**config.mk**
```make
export PLATFORM = sky130hd
export DESIGN_NAME = bcs_unit
export DESIGN_NICKNAME = d
export VERILOG_FILES = /design/src/core/bcs_unit.v /design/src/core/bcs_cond.v
export VERILOG_INCLUDE_DIRS = /design/src /design/src/core
export SDC_FILE = /design/constraint.sdc
export NUM_CORES = 1
export LEC_CHECK = 0
export BUFFER_PORTS_ARGS = -buffer_cell sky130_fd_sc_hd__buf_2
export CAP_MARGIN = 25
export CORE_MARGIN = 10
export CORE_UTILIZATION = 40
export CTS_CLUSTER_DIAMETER = 40
export DETAILED_ROUTE_END_ITERATION = 8
export SLEW_MARGIN = 20
export SYNTH_ARGS = -nofsm -noshare
export SYNTH_HDL_FRONTEND = slang
export SYNTH_SLANG_ARGS = --single-unit
```
**constraint.sdc**
```tcl
create_clock -name clk -period 2.5 [get_ports clk]
set_input_delay 0.25 -clock clk [delete_from_list [all_inputs] [get_ports clk]]
set_output_delay 0.25 -clock clk [all_outputs]
set_load 0.02 [all_outputs]
```
**src/core/bcs_regs.vh**
```
`ifndef BCS_REGS_VH
`define BCS_REGS_VH
// ==========================================================================
// Operation codes presented by the decoder
`define BCS_OP_NOP        4'h0
`define BCS_OP_JMP_ABS    4'h1
`define BCS_OP_JMP_IND    4'h2
`define BCS_OP_JMP_REL    4'h3
`define BCS_OP_JMP_SEG    4'h4
`define BCS_OP_JB         4'h5
`define BCS_OP_JNB        4'h6
`define BCS_OP_CALL_ABS   4'h7
`define BCS_OP_CALL_IND   4'h8
`define BCS_OP_CALL_REL   4'h9
`define BCS_OP_CALL_SEG   4'hA
`define BCS_OP_PUSH_THEN_CALL      4'hB
`define BCS_OP_TRAP       4'hC
`define BCS_OP_PUSH       4'hD
`define BCS_OP_POP        4'hE
`define BCS_OP_CONTEXT_SWITCH_OP       4'hF
// Return uses the modifier bit of the pop opcode space
`define BCS_OP_RET        4'h0
// ==========================================================================
// Instruction lengths in bytes
`define BCS_LEN_2         16'h0002
`define BCS_LEN_4         16'h0004
// ==========================================================================
// Condition codes
`define BCS_CC_UC         4'h0
`define BCS_CC_Z          4'h1
`define BCS_CC_NZ         4'h2
`define BCS_CC_C          4'h3
`define BCS_CC_NC         4'h4
`define BCS_CC_N          4'h5
`define BCS_CC_NN         4'h6
`define BCS_CC_V          4'h7
`define BCS_CC_NV         4'h8
// Flag positions in the status word
`define BCS_FLG_N         0
`define BCS_FLG_C         1
`define BCS_FLG_V         2
`define BCS_FLG_Z         3
// ==========================================================================
// Reset values and stack step
`define BCS_SP_RST        16'hFC00
`define BCS_WORD_STEP     16'h0002
`define BCS_ZERO16        16'h0000
`define BCS_ZERO8         8'h00
`define BCS_TRAP_SHIFT    2
`endif

```
**src/core/bcs_unit.v**
```verilog
`timescale 1ns/100ps
`default_nettype none
`include "bcs_regs.vh"
// ==========================================================================
// Branch, call and stack sequencer
module bcs_unit (
   input  wire        clk,
   input  wire        rst_b,
   input  wire        op_valid,
   input  wire [3:0]  op_code,
   input  wire        op_mod,
   input  wire [3:0]  op_cc,
   input  wire [3:0]  flags,
   input  wire [15:0] op_pc,
   input  wire [15:0] op_word,
   input  wire [7:0]  op_seg,
   input  wire [15:0] op_ind,
   input  wire [15:0] op_rel,
   input  wire [15:0] reg_val,
   input  wire [3:0]  bit_pos,
   input  wire [15:0] mem_rdata,
   output reg         busy,
   output reg  [15:0] pc_q,
   output reg  [7:0]  csp_q,
   output reg  [15:0] sp_q,
   output reg         mem_we,
   output reg         mem_re,
   output reg  [15:0] mem_addr,
   output reg  [15:0] mem_wdata,
   output reg         reg_we,
   output reg  [15:0] reg_wdata
);
   // ======================================================================
   // Sequencer states, one-hot
   localparam [4:0] S_IDLE = 5'h01;
   localparam [4:0] S_PUSH = 5'h02;
   localparam [4:0] S_PUSH2 = 5'h04;
   localparam [4:0] S_POPW = 5'h08;
   localparam [4:0] S_POP2 = 5'h10;

   wire        cc_true;
   reg  [4:0]  st_q;
   reg  [15:0] w1_q;
   reg  [15:0] w2_q;
   reg         two_q;
   reg  [15:0] tgt_q;
   reg  [7:0]  tseg_q;
   reg         jump_q;
   reg         segj_q;
   reg         popreg_q;
   reg         ldreg_q;
   reg  [15:0] ldval_q;

   // ======================================================================
   // Condition evaluation on the status flags
   bcs_cond u_cond (
      .cc      (op_cc),
      .flags   (flags),
      .cc_true (cc_true)
   );

   // ======================================================================
   // Next sequential address
   function [15:0] nxt;
      input [15:0] pc;
      input [15:0] len;
      begin
         nxt = pc + len;
      end
   endfunction

   // Call target by addressing kind
   function [15:0] call_tgt;
      input [3:0]  code;
      input [15:0] abs_a;
      input [15:0] ind_a;
      input [15:0] rel_a;
      begin
         case (code)
            `BCS_OP_CALL_ABS: call_tgt = abs_a;
            `BCS_OP_CALL_IND: call_tgt = ind_a;
            default:          call_tgt = rel_a;
         endcase
      end
   endfunction

   // Addressed bit and neighbouring stack slots
   wire [15:0] bitmask = 16'h0001 << bit_pos;
   wire        bitv    = |(reg_val & bitmask);
   wire [15:0] sp_dec  = sp_q - `BCS_WORD_STEP;
   wire [15:0] sp_inc  = sp_q + `BCS_WORD_STEP;

   // ======================================================================
   // Main sequencer
   always @(posedge clk or negedge rst_b) begin
      if (!rst_b) begin
         // Idle, stack at its reset top
         st_q <= S_IDLE;
         busy <= 1'b0;
         pc_q <= `BCS_ZERO16;
         csp_q <= `BCS_ZERO8;
         sp_q <= `BCS_SP_RST;
         mem_we <= 1'b0;
         mem_re <= 1'b0;
         mem_addr <= `BCS_ZERO16;
         mem_wdata <= `BCS_ZERO16;
         reg_we <= 1'b0;
         reg_wdata <= `BCS_ZERO16;
         w1_q <= `BCS_ZERO16;
         w2_q <= `BCS_ZERO16;
         two_q <= 1'b0;
         tgt_q <= `BCS_ZERO16;
         tseg_q <= `BCS_ZERO8;
         jump_q <= 1'b0;
         segj_q <= 1'b0;
         popreg_q <= 1'b0;
         ldreg_q <= 1'b0;
         ldval_q <= `BCS_ZERO16;
      end else begin
         // Strobes default low and are raised again by each state that needs them
         mem_we <= 1'b0;
         mem_re <= 1'b0;
         reg_we <= 1'b0;
         case (st_q)
            S_IDLE: begin
               busy <= 1'b0;
               if (op_valid) begin
                  jump_q <= 1'b0;
                  segj_q <= 1'b0;
                  ldreg_q <= 1'b0;
                  two_q <= 1'b0;
                  case (op_code)
                     `BCS_OP_JMP_ABS: begin
                        pc_q <= cc_true ? op_word : nxt(op_pc, `BCS_LEN_4);
                     end
                     `BCS_OP_JMP_IND: begin
                        pc_q <= cc_true ? op_ind : nxt(op_pc, `BCS_LEN_2);
                     end
                     `BCS_OP_JMP_REL: begin
                        pc_q <= nxt(op_pc, `BCS_LEN_2) + (cc_true ? op_rel : `BCS_ZERO16);
                     end
                     `BCS_OP_JMP_SEG: begin
                        csp_q <= op_seg;
                        pc_q <= op_word;
                     end
                     `BCS_OP_JB, `BCS_OP_JNB: begin
                        // Taken when bit matches the branch sense
                        if (bitv == (op_code == `BCS_OP_JB)) begin
                           pc_q <= nxt(op_pc, `BCS_LEN_4) + op_rel;
                           if (op_mod) begin
                              reg_we <= 1'b1;
                              reg_wdata <= (op_code == `BCS_OP_JB) ? (reg_val & ~bitmask)
                                                                   : (reg_val | bitmask);
                           end
                        end else begin
                           pc_q <= nxt(op_pc, `BCS_LEN_4);
                        end
                     end
                     `BCS_OP_CALL_ABS, `BCS_OP_CALL_IND, `BCS_OP_CALL_REL: begin
                        if (cc_true) begin
                           // Push return address, then jump
                           w1_q <= nxt(op_pc, `BCS_LEN_4);
                           tgt_q <= call_tgt(op_code, op_word, op_ind,
                                             nxt(op_pc, `BCS_LEN_4) + op_rel);
                           jump_q <= 1'b1;
                           busy <= 1'b1;
                           st_q <= S_PUSH;
                        end else begin
                           pc_q <= nxt(op_pc, `BCS_LEN_4);
                        end
                     end
                     `BCS_OP_CALL_SEG: begin
                        w1_q <= {`BCS_ZERO8, csp_q};
                        w2_q <= nxt(op_pc, `BCS_LEN_4);
                        two_q <= 1'b1;
                        tgt_q <= op_word;
                        tseg_q <= op_seg;
                        segj_q <= 1'b1;
                        jump_q <= 1'b1;
                        busy <= 1'b1;
                        st_q <= S_PUSH;
                     end
                     `BCS_OP_PUSH_THEN_CALL: begin
                        w1_q <= reg_val;
                        w2_q <= nxt(op_pc, `BCS_LEN_4);
                        two_q <= 1'b1;
                        tgt_q <= op_word;
                        jump_q <= 1'b1;
                        busy <= 1'b1;
                        st_q <= S_PUSH;
                     end
                     `BCS_OP_TRAP: begin
                        // Vector from trap number, return address pushed
                        w1_q <= {`BCS_ZERO8, csp_q};
                        w2_q <= nxt(op_pc, `BCS_LEN_2);
                        two_q <= 1'b1;
                        tgt_q <= op_word << `BCS_TRAP_SHIFT;
                        tseg_q <= `BCS_ZERO8;
                        segj_q <= 1'b1;
                        jump_q <= 1'b1;
                        busy <= 1'b1;
                        st_q <= S_PUSH;
                     end
                     `BCS_OP_PUSH: begin
                        w1_q <= reg_val;
                        pc_q <= nxt(op_pc, `BCS_LEN_2);
                        busy <= 1'b1;
                        st_q <= S_PUSH;
                     end
                     `BCS_OP_POP: begin
                        // op_mod selects return, with or without register pop
                        mem_re <= 1'b1;
                        mem_addr <= sp_q;
                        sp_q <= sp_inc;
                        popreg_q <= op_mod ? op_cc[0] : 1'b1;
                        jump_q <= op_mod;
                        if (!op_mod)
                           pc_q <= nxt(op_pc, `BCS_LEN_2);
                        busy <= 1'b1;
                        st_q <= S_POPW;
                     end
                     `BCS_OP_CONTEXT_SWITCH_OP: begin
                        w1_q <= reg_val;
                        ldreg_q <= 1'b1;
                        ldval_q <= op_word;
                        pc_q <= nxt(op_pc, `BCS_LEN_4);
                        busy <= 1'b1;
                        st_q <= S_PUSH;
                     end
                     default: begin
                        // No operation: pointer held at this instruction
                        pc_q <= op_pc;
                     end
                  endcase
               end
            end
            S_PUSH: begin
               // Pre-decrement push of first word
               sp_q <= sp_dec;
               mem_we <= 1'b1;
               mem_addr <= sp_dec;
               mem_wdata <= w1_q;
               if (two_q) begin
                  st_q <= S_PUSH2;
               end else begin
                  if (jump_q)
                     pc_q <= tgt_q;
                  if (ldreg_q) begin
                     reg_we <= 1'b1;
                     reg_wdata <= ldval_q;
                  end
                  busy <= 1'b0;
                  st_q <= S_IDLE;
               end
            end
            S_PUSH2: begin
               // Second word and transfer of control, in the same cycle
               sp_q <= sp_dec;
               mem_we <= 1'b1;
               mem_addr <= sp_dec;
               mem_wdata <= w2_q;
               pc_q <= tgt_q;
               if (segj_q)
                  csp_q <= tseg_q;
               busy <= 1'b0;
               st_q <= S_IDLE;
            end
            S_POPW: begin
               // Stack data must stand while the read strobe does
               if (jump_q) begin
                  pc_q <= mem_rdata;
                  if (popreg_q) begin
                     mem_re <= 1'b1;
                     mem_addr <= sp_q;
                     sp_q <= sp_inc;
                     st_q <= S_POP2;
                  end else begin
                     busy <= 1'b0;
                     st_q <= S_IDLE;
                  end
               end else begin
                  reg_we <= 1'b1;
                  reg_wdata <= mem_rdata;
                  busy <= 1'b0;
                  st_q <= S_IDLE;
               end
            end
            S_POP2: begin
               // Register restore of the popping return
               reg_we <= 1'b1;
               reg_wdata <= mem_rdata;
               busy <= 1'b0;
               st_q <= S_IDLE;
            end
            default: begin
               // Illegal state falls back to idle
               st_q <= S_IDLE;
               busy <= 1'b0;
            end
         endcase
      end
   end
endmodule
`default_nettype wire

```
**src/core/bcs_cond.v**
```verilog
`timescale 1ns/100ps
`default_nettype none
`include "bcs_regs.vh"
// ==========================================================================
// Condition evaluator on processor flags
module bcs_cond (
   input  wire [3:0] cc,
   input  wire [3:0] flags,
   output reg        cc_true
);
   // Flag mapping per condition code
   always @* begin
      case (cc)
         `BCS_CC_UC: cc_true = 1'b1;
         `BCS_CC_Z:  cc_true = flags[`BCS_FLG_Z];
         `BCS_CC_NZ: cc_true = ~flags[`BCS_FLG_Z];
         `BCS_CC_C:  cc_true = flags[`BCS_FLG_C];
         `BCS_CC_NC: cc_true = ~flags[`BCS_FLG_C];
         `BCS_CC_N:  cc_true = flags[`BCS_FLG_N];
         `BCS_CC_NN: cc_true = ~flags[`BCS_FLG_N];
         `BCS_CC_V:  cc_true = flags[`BCS_FLG_V];
         `BCS_CC_NV: cc_true = ~flags[`BCS_FLG_V];
         default:    cc_true = 1'b0;
      endcase
   end
endmodule
`default_nettype wire

```
### Word-level counts from Yosys, hierarchy flattened

Cells that the tools add are included.

* register bits: 174
* bits of input ports: 124
* word-level logic and storage cells: 195
* output and inout port bits: 92

* mux-type cells: 77
* shift-type cells: 1
* add/subtract/negate cells: 6
* bitwise logic cells: 8
* equal/unequal tests: 49
* reduce and logical (&&, ||, !) cells: 33

Operators with widths (number)
* 2-to-1 mux 16 bit: 28
* case mux 16 bit (3 select lines): 4
* case mux 16 bit (10 select lines): 1
* case mux 16 bit (4 select lines): 2
* case mux 16 bit (2 select lines): 3
* equality test 4 bit, second input constant: 9
* adder 16 bit: 2
* adder 16 x 2 -> 16 bit, second input constant: 2
* bitwise AND 16 bit: 2
* equality test 4 x 3 -> 1 bit, second input constant: 8
* case mux 8 bit (2 select lines): 2
* case mux 5 bit (3 select lines): 2
* 2-to-1 mux 8 bit: 3
* inequality test 2 bit, second input constant: 12
* 2-to-1 mux 1 bit: 21
* 2-to-1 mux 5 bit: 4
* adder 16 x 3 -> 16 bit, second input constant: 1
* equality test 4 x 2 -> 1 bit, second input constant: 4
* inverter 16 bit: 1
* bitwise OR 16 bit: 1
* AND reduction 8 bit: 2
* OR reduction 16 bit: 1
* left shift 1 x 4 -> 16 bit, first input constant: 1
* subtractor 16 x 2 -> 16 bit, second input constant: 1
* other kinds (28): 57

### Logic depth before layout (Yosys ltp)

* depth in word-level cells: 9
* depth in mapped cells: 17
* gate-level depth less buffers: 15

### Hierarchy

Synthesis repeated with hierarchy kept, for this count alone.

* cell total of the unflattened synthesis: 1444
* area, all modules: 12137.9 sq um

Modules (own cells, without submodules)
* bcs_unit: area each 12062.8 sq um, sequential area each 4312.9 sq um, cells an instance 1436, instances 1
* bcs_cond: area each 75.1 sq um, sequential area each 0.0 sq um, cells an instance 8, instances 1

### Worst setup path before layout

Ideal clock, no wire load.

* path type: input -> register
* start: in op_cc[2]
* end: reg pc_q[10]
* data required time: 2.372 ns
* arrival time: 3.876 ns
* path slack: -1.504 ns
* buffers on the path: 3
* library setup time: 0.128 ns
* stages: 16
* path through: mux2_2 o2111a_1 or2_0 clkbuf_1 clkbuf_1 clkbuf_1 and2_1 ha_1 fa_1 nand3_1 a21oi_1 a2111oi_0 o21ai_0 xor2_1 a221oi_2 o31ai_1

* cells in the longest elaborated chain, start to end: 7
* elaborated cells between the ends (all ways): 19
* those cells by class: 1 x add/sub; 9 x eq/ne; 7 x mux; 2 x reduce/logical

Ends and longest elaborated chain
* from (decl): line bcs_unit.v:12 `input wire [3:0] op_cc,`
* equality test 4 bit (tied with other cells): line bcs_cond.v:13 `case (cc)`
* case mux 1 bit (9 select lines) (*): line bcs_cond.v:13
* 2-to-1 mux 16 bit (no line)
* adder 16 bit: line bcs_unit.v:140 `` pc_q <= nxt(op_pc, `BCS_LEN_2) + (cc_true ? op_rel : `BCS_ZERO16); ``
* case mux 16 bit (10 select lines): line bcs_unit.v:132 `case (op_code)`
* 2-to-1 mux 16 bit: line bcs_unit.v:127 `if (op_valid) begin`
* case mux 16 bit (4 select lines): line bcs_unit.v:124 `case (st_q)`
* to (signal assigned): line bcs_unit.v:134 `` pc_q <= cc_true ? op_word : nxt(op_pc, `BCS_LEN_4); ``
* to (signal assigned): line bcs_unit.v:140
* to (signal assigned): line bcs_unit.v:144 `pc_q <= op_word;`
* to (decl): line bcs_unit.v:23 `output reg [15:0] pc_q,`

Every way passes the cells marked *; elsewhere a longest branch is shown, timed or not. The select of a mux whose other input is x is not followed.
A chain may end at the register's enable or synchronous reset.

### Worst setup path in the final report

* start: in op_cc[2]
* end: reg pc_q[14]

The elaborated chain is that of the path after synthesis.

==> metrics.txt <==
# TYPE chip_impl_metric gauge
chip_impl_info{name="grt_setup_unrepaired",value="yes"} 1
chip_impl_metric{name="antenna_found_initial",unit=""} 1
chip_impl_metric{name="powerDensity",unit="nW/um^2"} 778.4
chip_impl_metric{name="synth_cells",unit=""} 1406
chip_impl_info{name="ctsRootBufferMaster",value="sky130_fd_sc_hd__clkbuf_16"} 1
chip_impl_metric{name="clock_latency",unit="ns"} 0.44
chip_impl_info{name="leading_area_contributor_after_synthesis",value="sky130_fd_sc_hd__dfrtp_1"} 1
chip_impl_metric{name="hold-path-cell-count",unit=""} 3
chip_impl_metric{name="remaining_global_route_overflow",unit=""} 0
chip_impl_info{name="startpoint_of_the_tightest_hold_check_path",value="op_seg[6]"} 1
chip_impl_info{name="rr_startpoint",value="st_q[3]$_DFFE_PN0P_"} 1
chip_impl_metric{name="power_leakage",unit="nW"} 7.967
chip_impl_metric{name="route.vias.total",unit=""} 13070
chip_impl_metric{name="grt_pass1_vias",unit=""} 13190
chip_impl_info{name="worstSetupEndpointType",value="flip-flop"} 1
chip_impl_metric{name="cts.sink_count",unit=""} 172
chip_impl_metric{name="fmaxAchievable",unit="MHz"} 337.8
chip_impl_metric{name="grt_util_all_layers",unit="%"} 26.87
chip_impl_metric{name="final_period_minus_worst_setup_slack",unit="ns"} 2.960
chip_impl_info{name="violations",value="setup timing"} 1
chip_impl_info{name="r2r-end",value="mem_addr[14]$_DFFE_PN0P_"} 1
chip_impl_metric{name="fp.dieArea",unit="sq um"} 37360
chip_impl_metric{name="drt_iter0_drc",unit=""} 1317
chip_impl_metric{name="proportion_of_netlist_area_held_by_the_largest_area_contributor",unit="%"} 34.37
chip_impl_metric{name="timing.max_cap.violations",unit=""} 0
chip_impl_metric{name="max_slew.worst_pin.slew",unit="ns"} 0.9658
chip_impl_metric{name="routedWlPerCell",unit="um"} 23.26
chip_impl_metric{name="route.detailed.drc",unit=""} 0
chip_impl_info{name="min_path_type",value="primary input to flip-flop"} 1
chip_impl_metric{name="postSynthRegisterBits",unit=""} 172
chip_impl_info{name="ys_top_cells_by_area",value="sky130_fd_sc_hd__dfrtp_1 (34%), sky130_fd_sc_hd__o21ai_0 (5.1%), sky130_fd_sc_hd__a21oi_1 (4.9%)"} 1
chip_impl_info{name="cts_tree",value="yes"} 1
chip_impl_metric{name="ant_nets",unit=""} 0
chip_impl_info{name="synth_common_cells",value="sky130_fd_sc_hd__dfrtp_1 (165), sky130_fd_sc_hd__nand2_1 (147), sky130_fd_sc_hd__nor2_1 (142)"} 1
chip_impl_metric{name="die-height",unit="um"} 193.3
chip_impl_metric{name="fraction_of_final_layout_cells_with_drive_strength_greater_than_1",unit="%"} 40.37
chip_impl_info{name="start_kind",value="primary input"} 1
chip_impl_metric{name="portion_of_the_clock_cycle_consumed_by_the_worst_path_in_the_final_layout",unit="%"} 118.4
chip_impl_metric{name="io_pins",unit=""} 216
chip_impl_metric{name="routed_wirelength",unit="um"} 52600
chip_impl_metric{name="finalWeightedCongestion",unit=""} 0.9739
chip_impl_metric{name="core.rowCount",unit=""} 63
chip_impl_metric{name="timing.clock.skew",unit="ns"} 0.008574
chip_impl_metric{name="floorplan.initialDensity",unit="%"} 40.53
chip_impl_metric{name="grt_max_degree",unit=""} 56
chip_impl_info{name="worst-setup-path-type",value="primary input to flip-flop"} 1
chip_impl_metric{name="synth_edf_count",unit=""} 0
chip_impl_info{name="outcome",value="complete, but fails checks"} 1
chip_impl_metric{name="synthArstFlopShare",unit="%"} 100.0
chip_impl_metric{name="layout_setup_ws",unit="ns"} -0.4602
chip_impl_metric{name="finalHoldViolCount",unit=""} 0
chip_impl_metric{name="path_max_fanout",unit=""} 5
chip_impl_metric{name="netlist_area",unit="sq um"} 12010
chip_impl_metric{name="ctsHtreeMaxLevel",unit=""} 4
chip_impl_metric{name="post-route-cell-area",unit="sq um"} 17270
chip_impl_metric{name="grt_first_pass_wirelength",unit="um"} 79730
chip_impl_metric{name="timing_max_transition_violations_final",unit=""} 0
chip_impl_metric{name="clk_pin_slew",unit="ns"} 0.08
chip_impl_metric{name="cts_buffers",unit=""} 17
chip_impl_metric{name="worst_r2r_path_depth",unit=""} 9
chip_impl_metric{name="clockBufferDepth",unit=""} 2
chip_impl_metric{name="synth-warning-count",unit=""} 0
chip_impl_metric{name="worst_endpoint_data_arrival_time",unit="ns"} 3.28
chip_impl_metric{name="dieWidth",unit="um"} 193.3
chip_impl_metric{name="area_delta_synth_final",unit="%"} 43.78
chip_impl_metric{name="fin_tns_setup",unit="ns"} -4.762
chip_impl_metric{name="detailedPlacementHpwl",unit="um"} 41970
chip_impl_metric{name="drt_first_pass_iters",unit=""} 8
chip_impl_metric{name="avgSynthCellArea",unit="sq um"} 8.544
chip_impl_metric{name="fp.coreArea",unit="sq um"} 29640
chip_impl_metric{name="worst-r2r-setup-slack",unit="ns"} 0.03
chip_impl_metric{name="critPathRequiredTime",unit="ns"} 2.82
chip_impl_metric{name="synthDistinctLibCells",unit=""} 78
chip_impl_metric{name="timing.slew.headroom",unit="%"} 35.12
chip_impl_metric{name="irDropWorstVdd",unit="uV"} 455.6
chip_impl_info{name="min_delay_worst_endpoint",value="tseg_q[6]$_DFFE_PN0P_"} 1
chip_impl_metric{name="hold_ws",unit="ns"} 0.04890
chip_impl_metric{name="synth-seq-area-share",unit="%"} 35.90
chip_impl_metric{name="placement.io_buffers",unit=""} 213
chip_impl_metric{name="postPlaceCellArea",unit="sq um"} 15700
chip_impl_metric{name="nNetsFinal",unit=""} 2022
chip_impl_info{name="ys_dominant_reg_cell",value="sky130_fd_sc_hd__dfrtp_1"} 1
chip_impl_info{name="most_frequent_cell_after_synthesis",value="sky130_fd_sc_hd__dfrtp_1"} 1
chip_impl_metric{name="finalSetupViolations",unit=""} 15
chip_impl_metric{name="route.detailed.vias_per_inst",unit=""} 5.782
critical path, cell delays in order:
cell	delay [ns]
sky130_fd_sc_hd__buf_6	0.09
sky130_fd_sc_hd__mux2_4	0.30
sky130_fd_sc_hd__o2111a_1	0.24
sky130_fd_sc_hd__or2_4	0.26
sky130_fd_sc_hd__buf_12	0.14
sky130_fd_sc_hd__and2_4	0.16
sky130_fd_sc_hd__ha_4	0.16
sky130_fd_sc_hd__fa_2	0.39
sky130_fd_sc_hd__nand3_2	0.09
sky130_fd_sc_hd__a21oi_2	0.07
sky130_fd_sc_hd__a2111oi_4	0.29
sky130_fd_sc_hd__nor2b_1	0.09
sky130_fd_sc_hd__o211ai_1	0.26
sky130_fd_sc_hd__mux2i_1	0.13
sky130_fd_sc_hd__nor4b_2	0.26
sky130_fd_sc_hd__o31ai_1	0.08
sequential cells by signal (all words and copies together) (netlist names), 16 cells and up:
signal and flops:
w1_q 16, mem_wdata 16, reg_wdata 16, ldval_q 16, w2_q 16, pc_q 16, tgt_q 16
repair_timing:
action                                 CTS  global route
gates resized for setup                 63           100
endpoints found under the hold margin   46             0
hold buffers                             1             0
buffers inserted                        20            11
setup endpoints to repair               25            48
cloned                                   1             0
pin swaps                               35            96
cell usage in the layout (no fill, tap or decap), drive strengths merged, types with 11 or more instances in the layout:
cell and n:
xnor2 36, ha 39, and2 21, nor2 142
mux2 41, nand4 12, nor3 35, nand2b 11
a21oi 118, mux2i 50, nand3 30, o21ai 122
a222oi 12, xor2 43, or2 11, a31oi 13
nand2 147, inv 35, clkbuf 18, a22oi 64
a221oi 20, buf 519, dfrtp 165, o31ai 15
cell type report:
class	count	area, sq um
antenna	1	2.502
timing repair buffer	521	3601
sequential	172	4313
tap	390	488.0
inverter	28	105.1
multi-input combinational	1117	8148
clock inverter	15	188.9
fill	2716	12370
clock buffer	17	425.4
how the worst max path moves through the flow:
stage                        start                   end  slack (ns)
after floorplan           op_cc[2]  pc_q[14]$_DFFE_PN0P_       -0.85
after global placement    op_cc[2]  pc_q[14]$_DFFE_PN0P_       -0.99
after detailed placement  op_cc[2]  pc_q[14]$_DFFE_PN0P_        -1.0
after CTS                 op_cc[2]  pc_q[14]$_DFFE_PN0P_       -0.49
after global routing      op_cc[2]  pc_q[14]$_DFFE_PN0P_       -0.60
final                     op_cc[2]  pc_q[14]$_DFFE_PN0P_       -0.46
where the power goes:
part | internal, mW | total, mW | switching [mW]
Combinational | 2.49 | 5.94 | 3.44
Sequential | 4.00 | 4.75 | 0.752
Clock | 1.37 | 2.76 | 1.39
Total | 7.86 | 13.4 | 5.58
per-layer routing:
metal / routed length [um] / track usage (%) / share of wire, % / vias up
li1: - / - / - / 6056
met1: 22410 / 35.03 / 43 / 6331
met2: 24280 / 42.87 / 46 / 582
met3: 3468 / 3.976 / 6.6 / 104
met4: 2431 / 12.82 / 4.6 / 0
met5: 0 / 0 / 0 / -
cells by family (layout without fill, tap and decap cells):
| family | Yosys count | count (layout) | synth area share [%] |
|---|---|---|---|
| other | 1 | 3 | 0.03122 |
| multiplexers | 91 | 91 | 8.041 |
| adder cells (fa/ha/maj) | 42 | 42 | 4.479 |
| AND/OR/NAND/NOR | 454 | 454 | 17.52 |
| AO/OA/AOI/OAI | 449 | 449 | 24.34 |
| XOR/XNOR | 79 | 79 | 5.760 |
| buffers and inverters | 118 | 581 | 3.927 |
| flip-flops | 172 | 172 | 35.90 |
per-stage QoR:
step / util [%] / power, mW / cells / setup slack (ns)
CTS: 56.62 / 13.31 / 2257 / -0.4910
detailed placement: 52.96 / 10.40 / 2203 / -0.9964
global placement: 52.96 / 10.30 / 2203 / -0.9877
finish: 58.27 / 13.44 / 2261 / -0.4602
floorplan: - / 7.838 / 1407 / -0.8529
global route: 58.27 / 14.26 / 2260 / -0.6015
No activity file was read; power rests on OpenSTA's default activity.
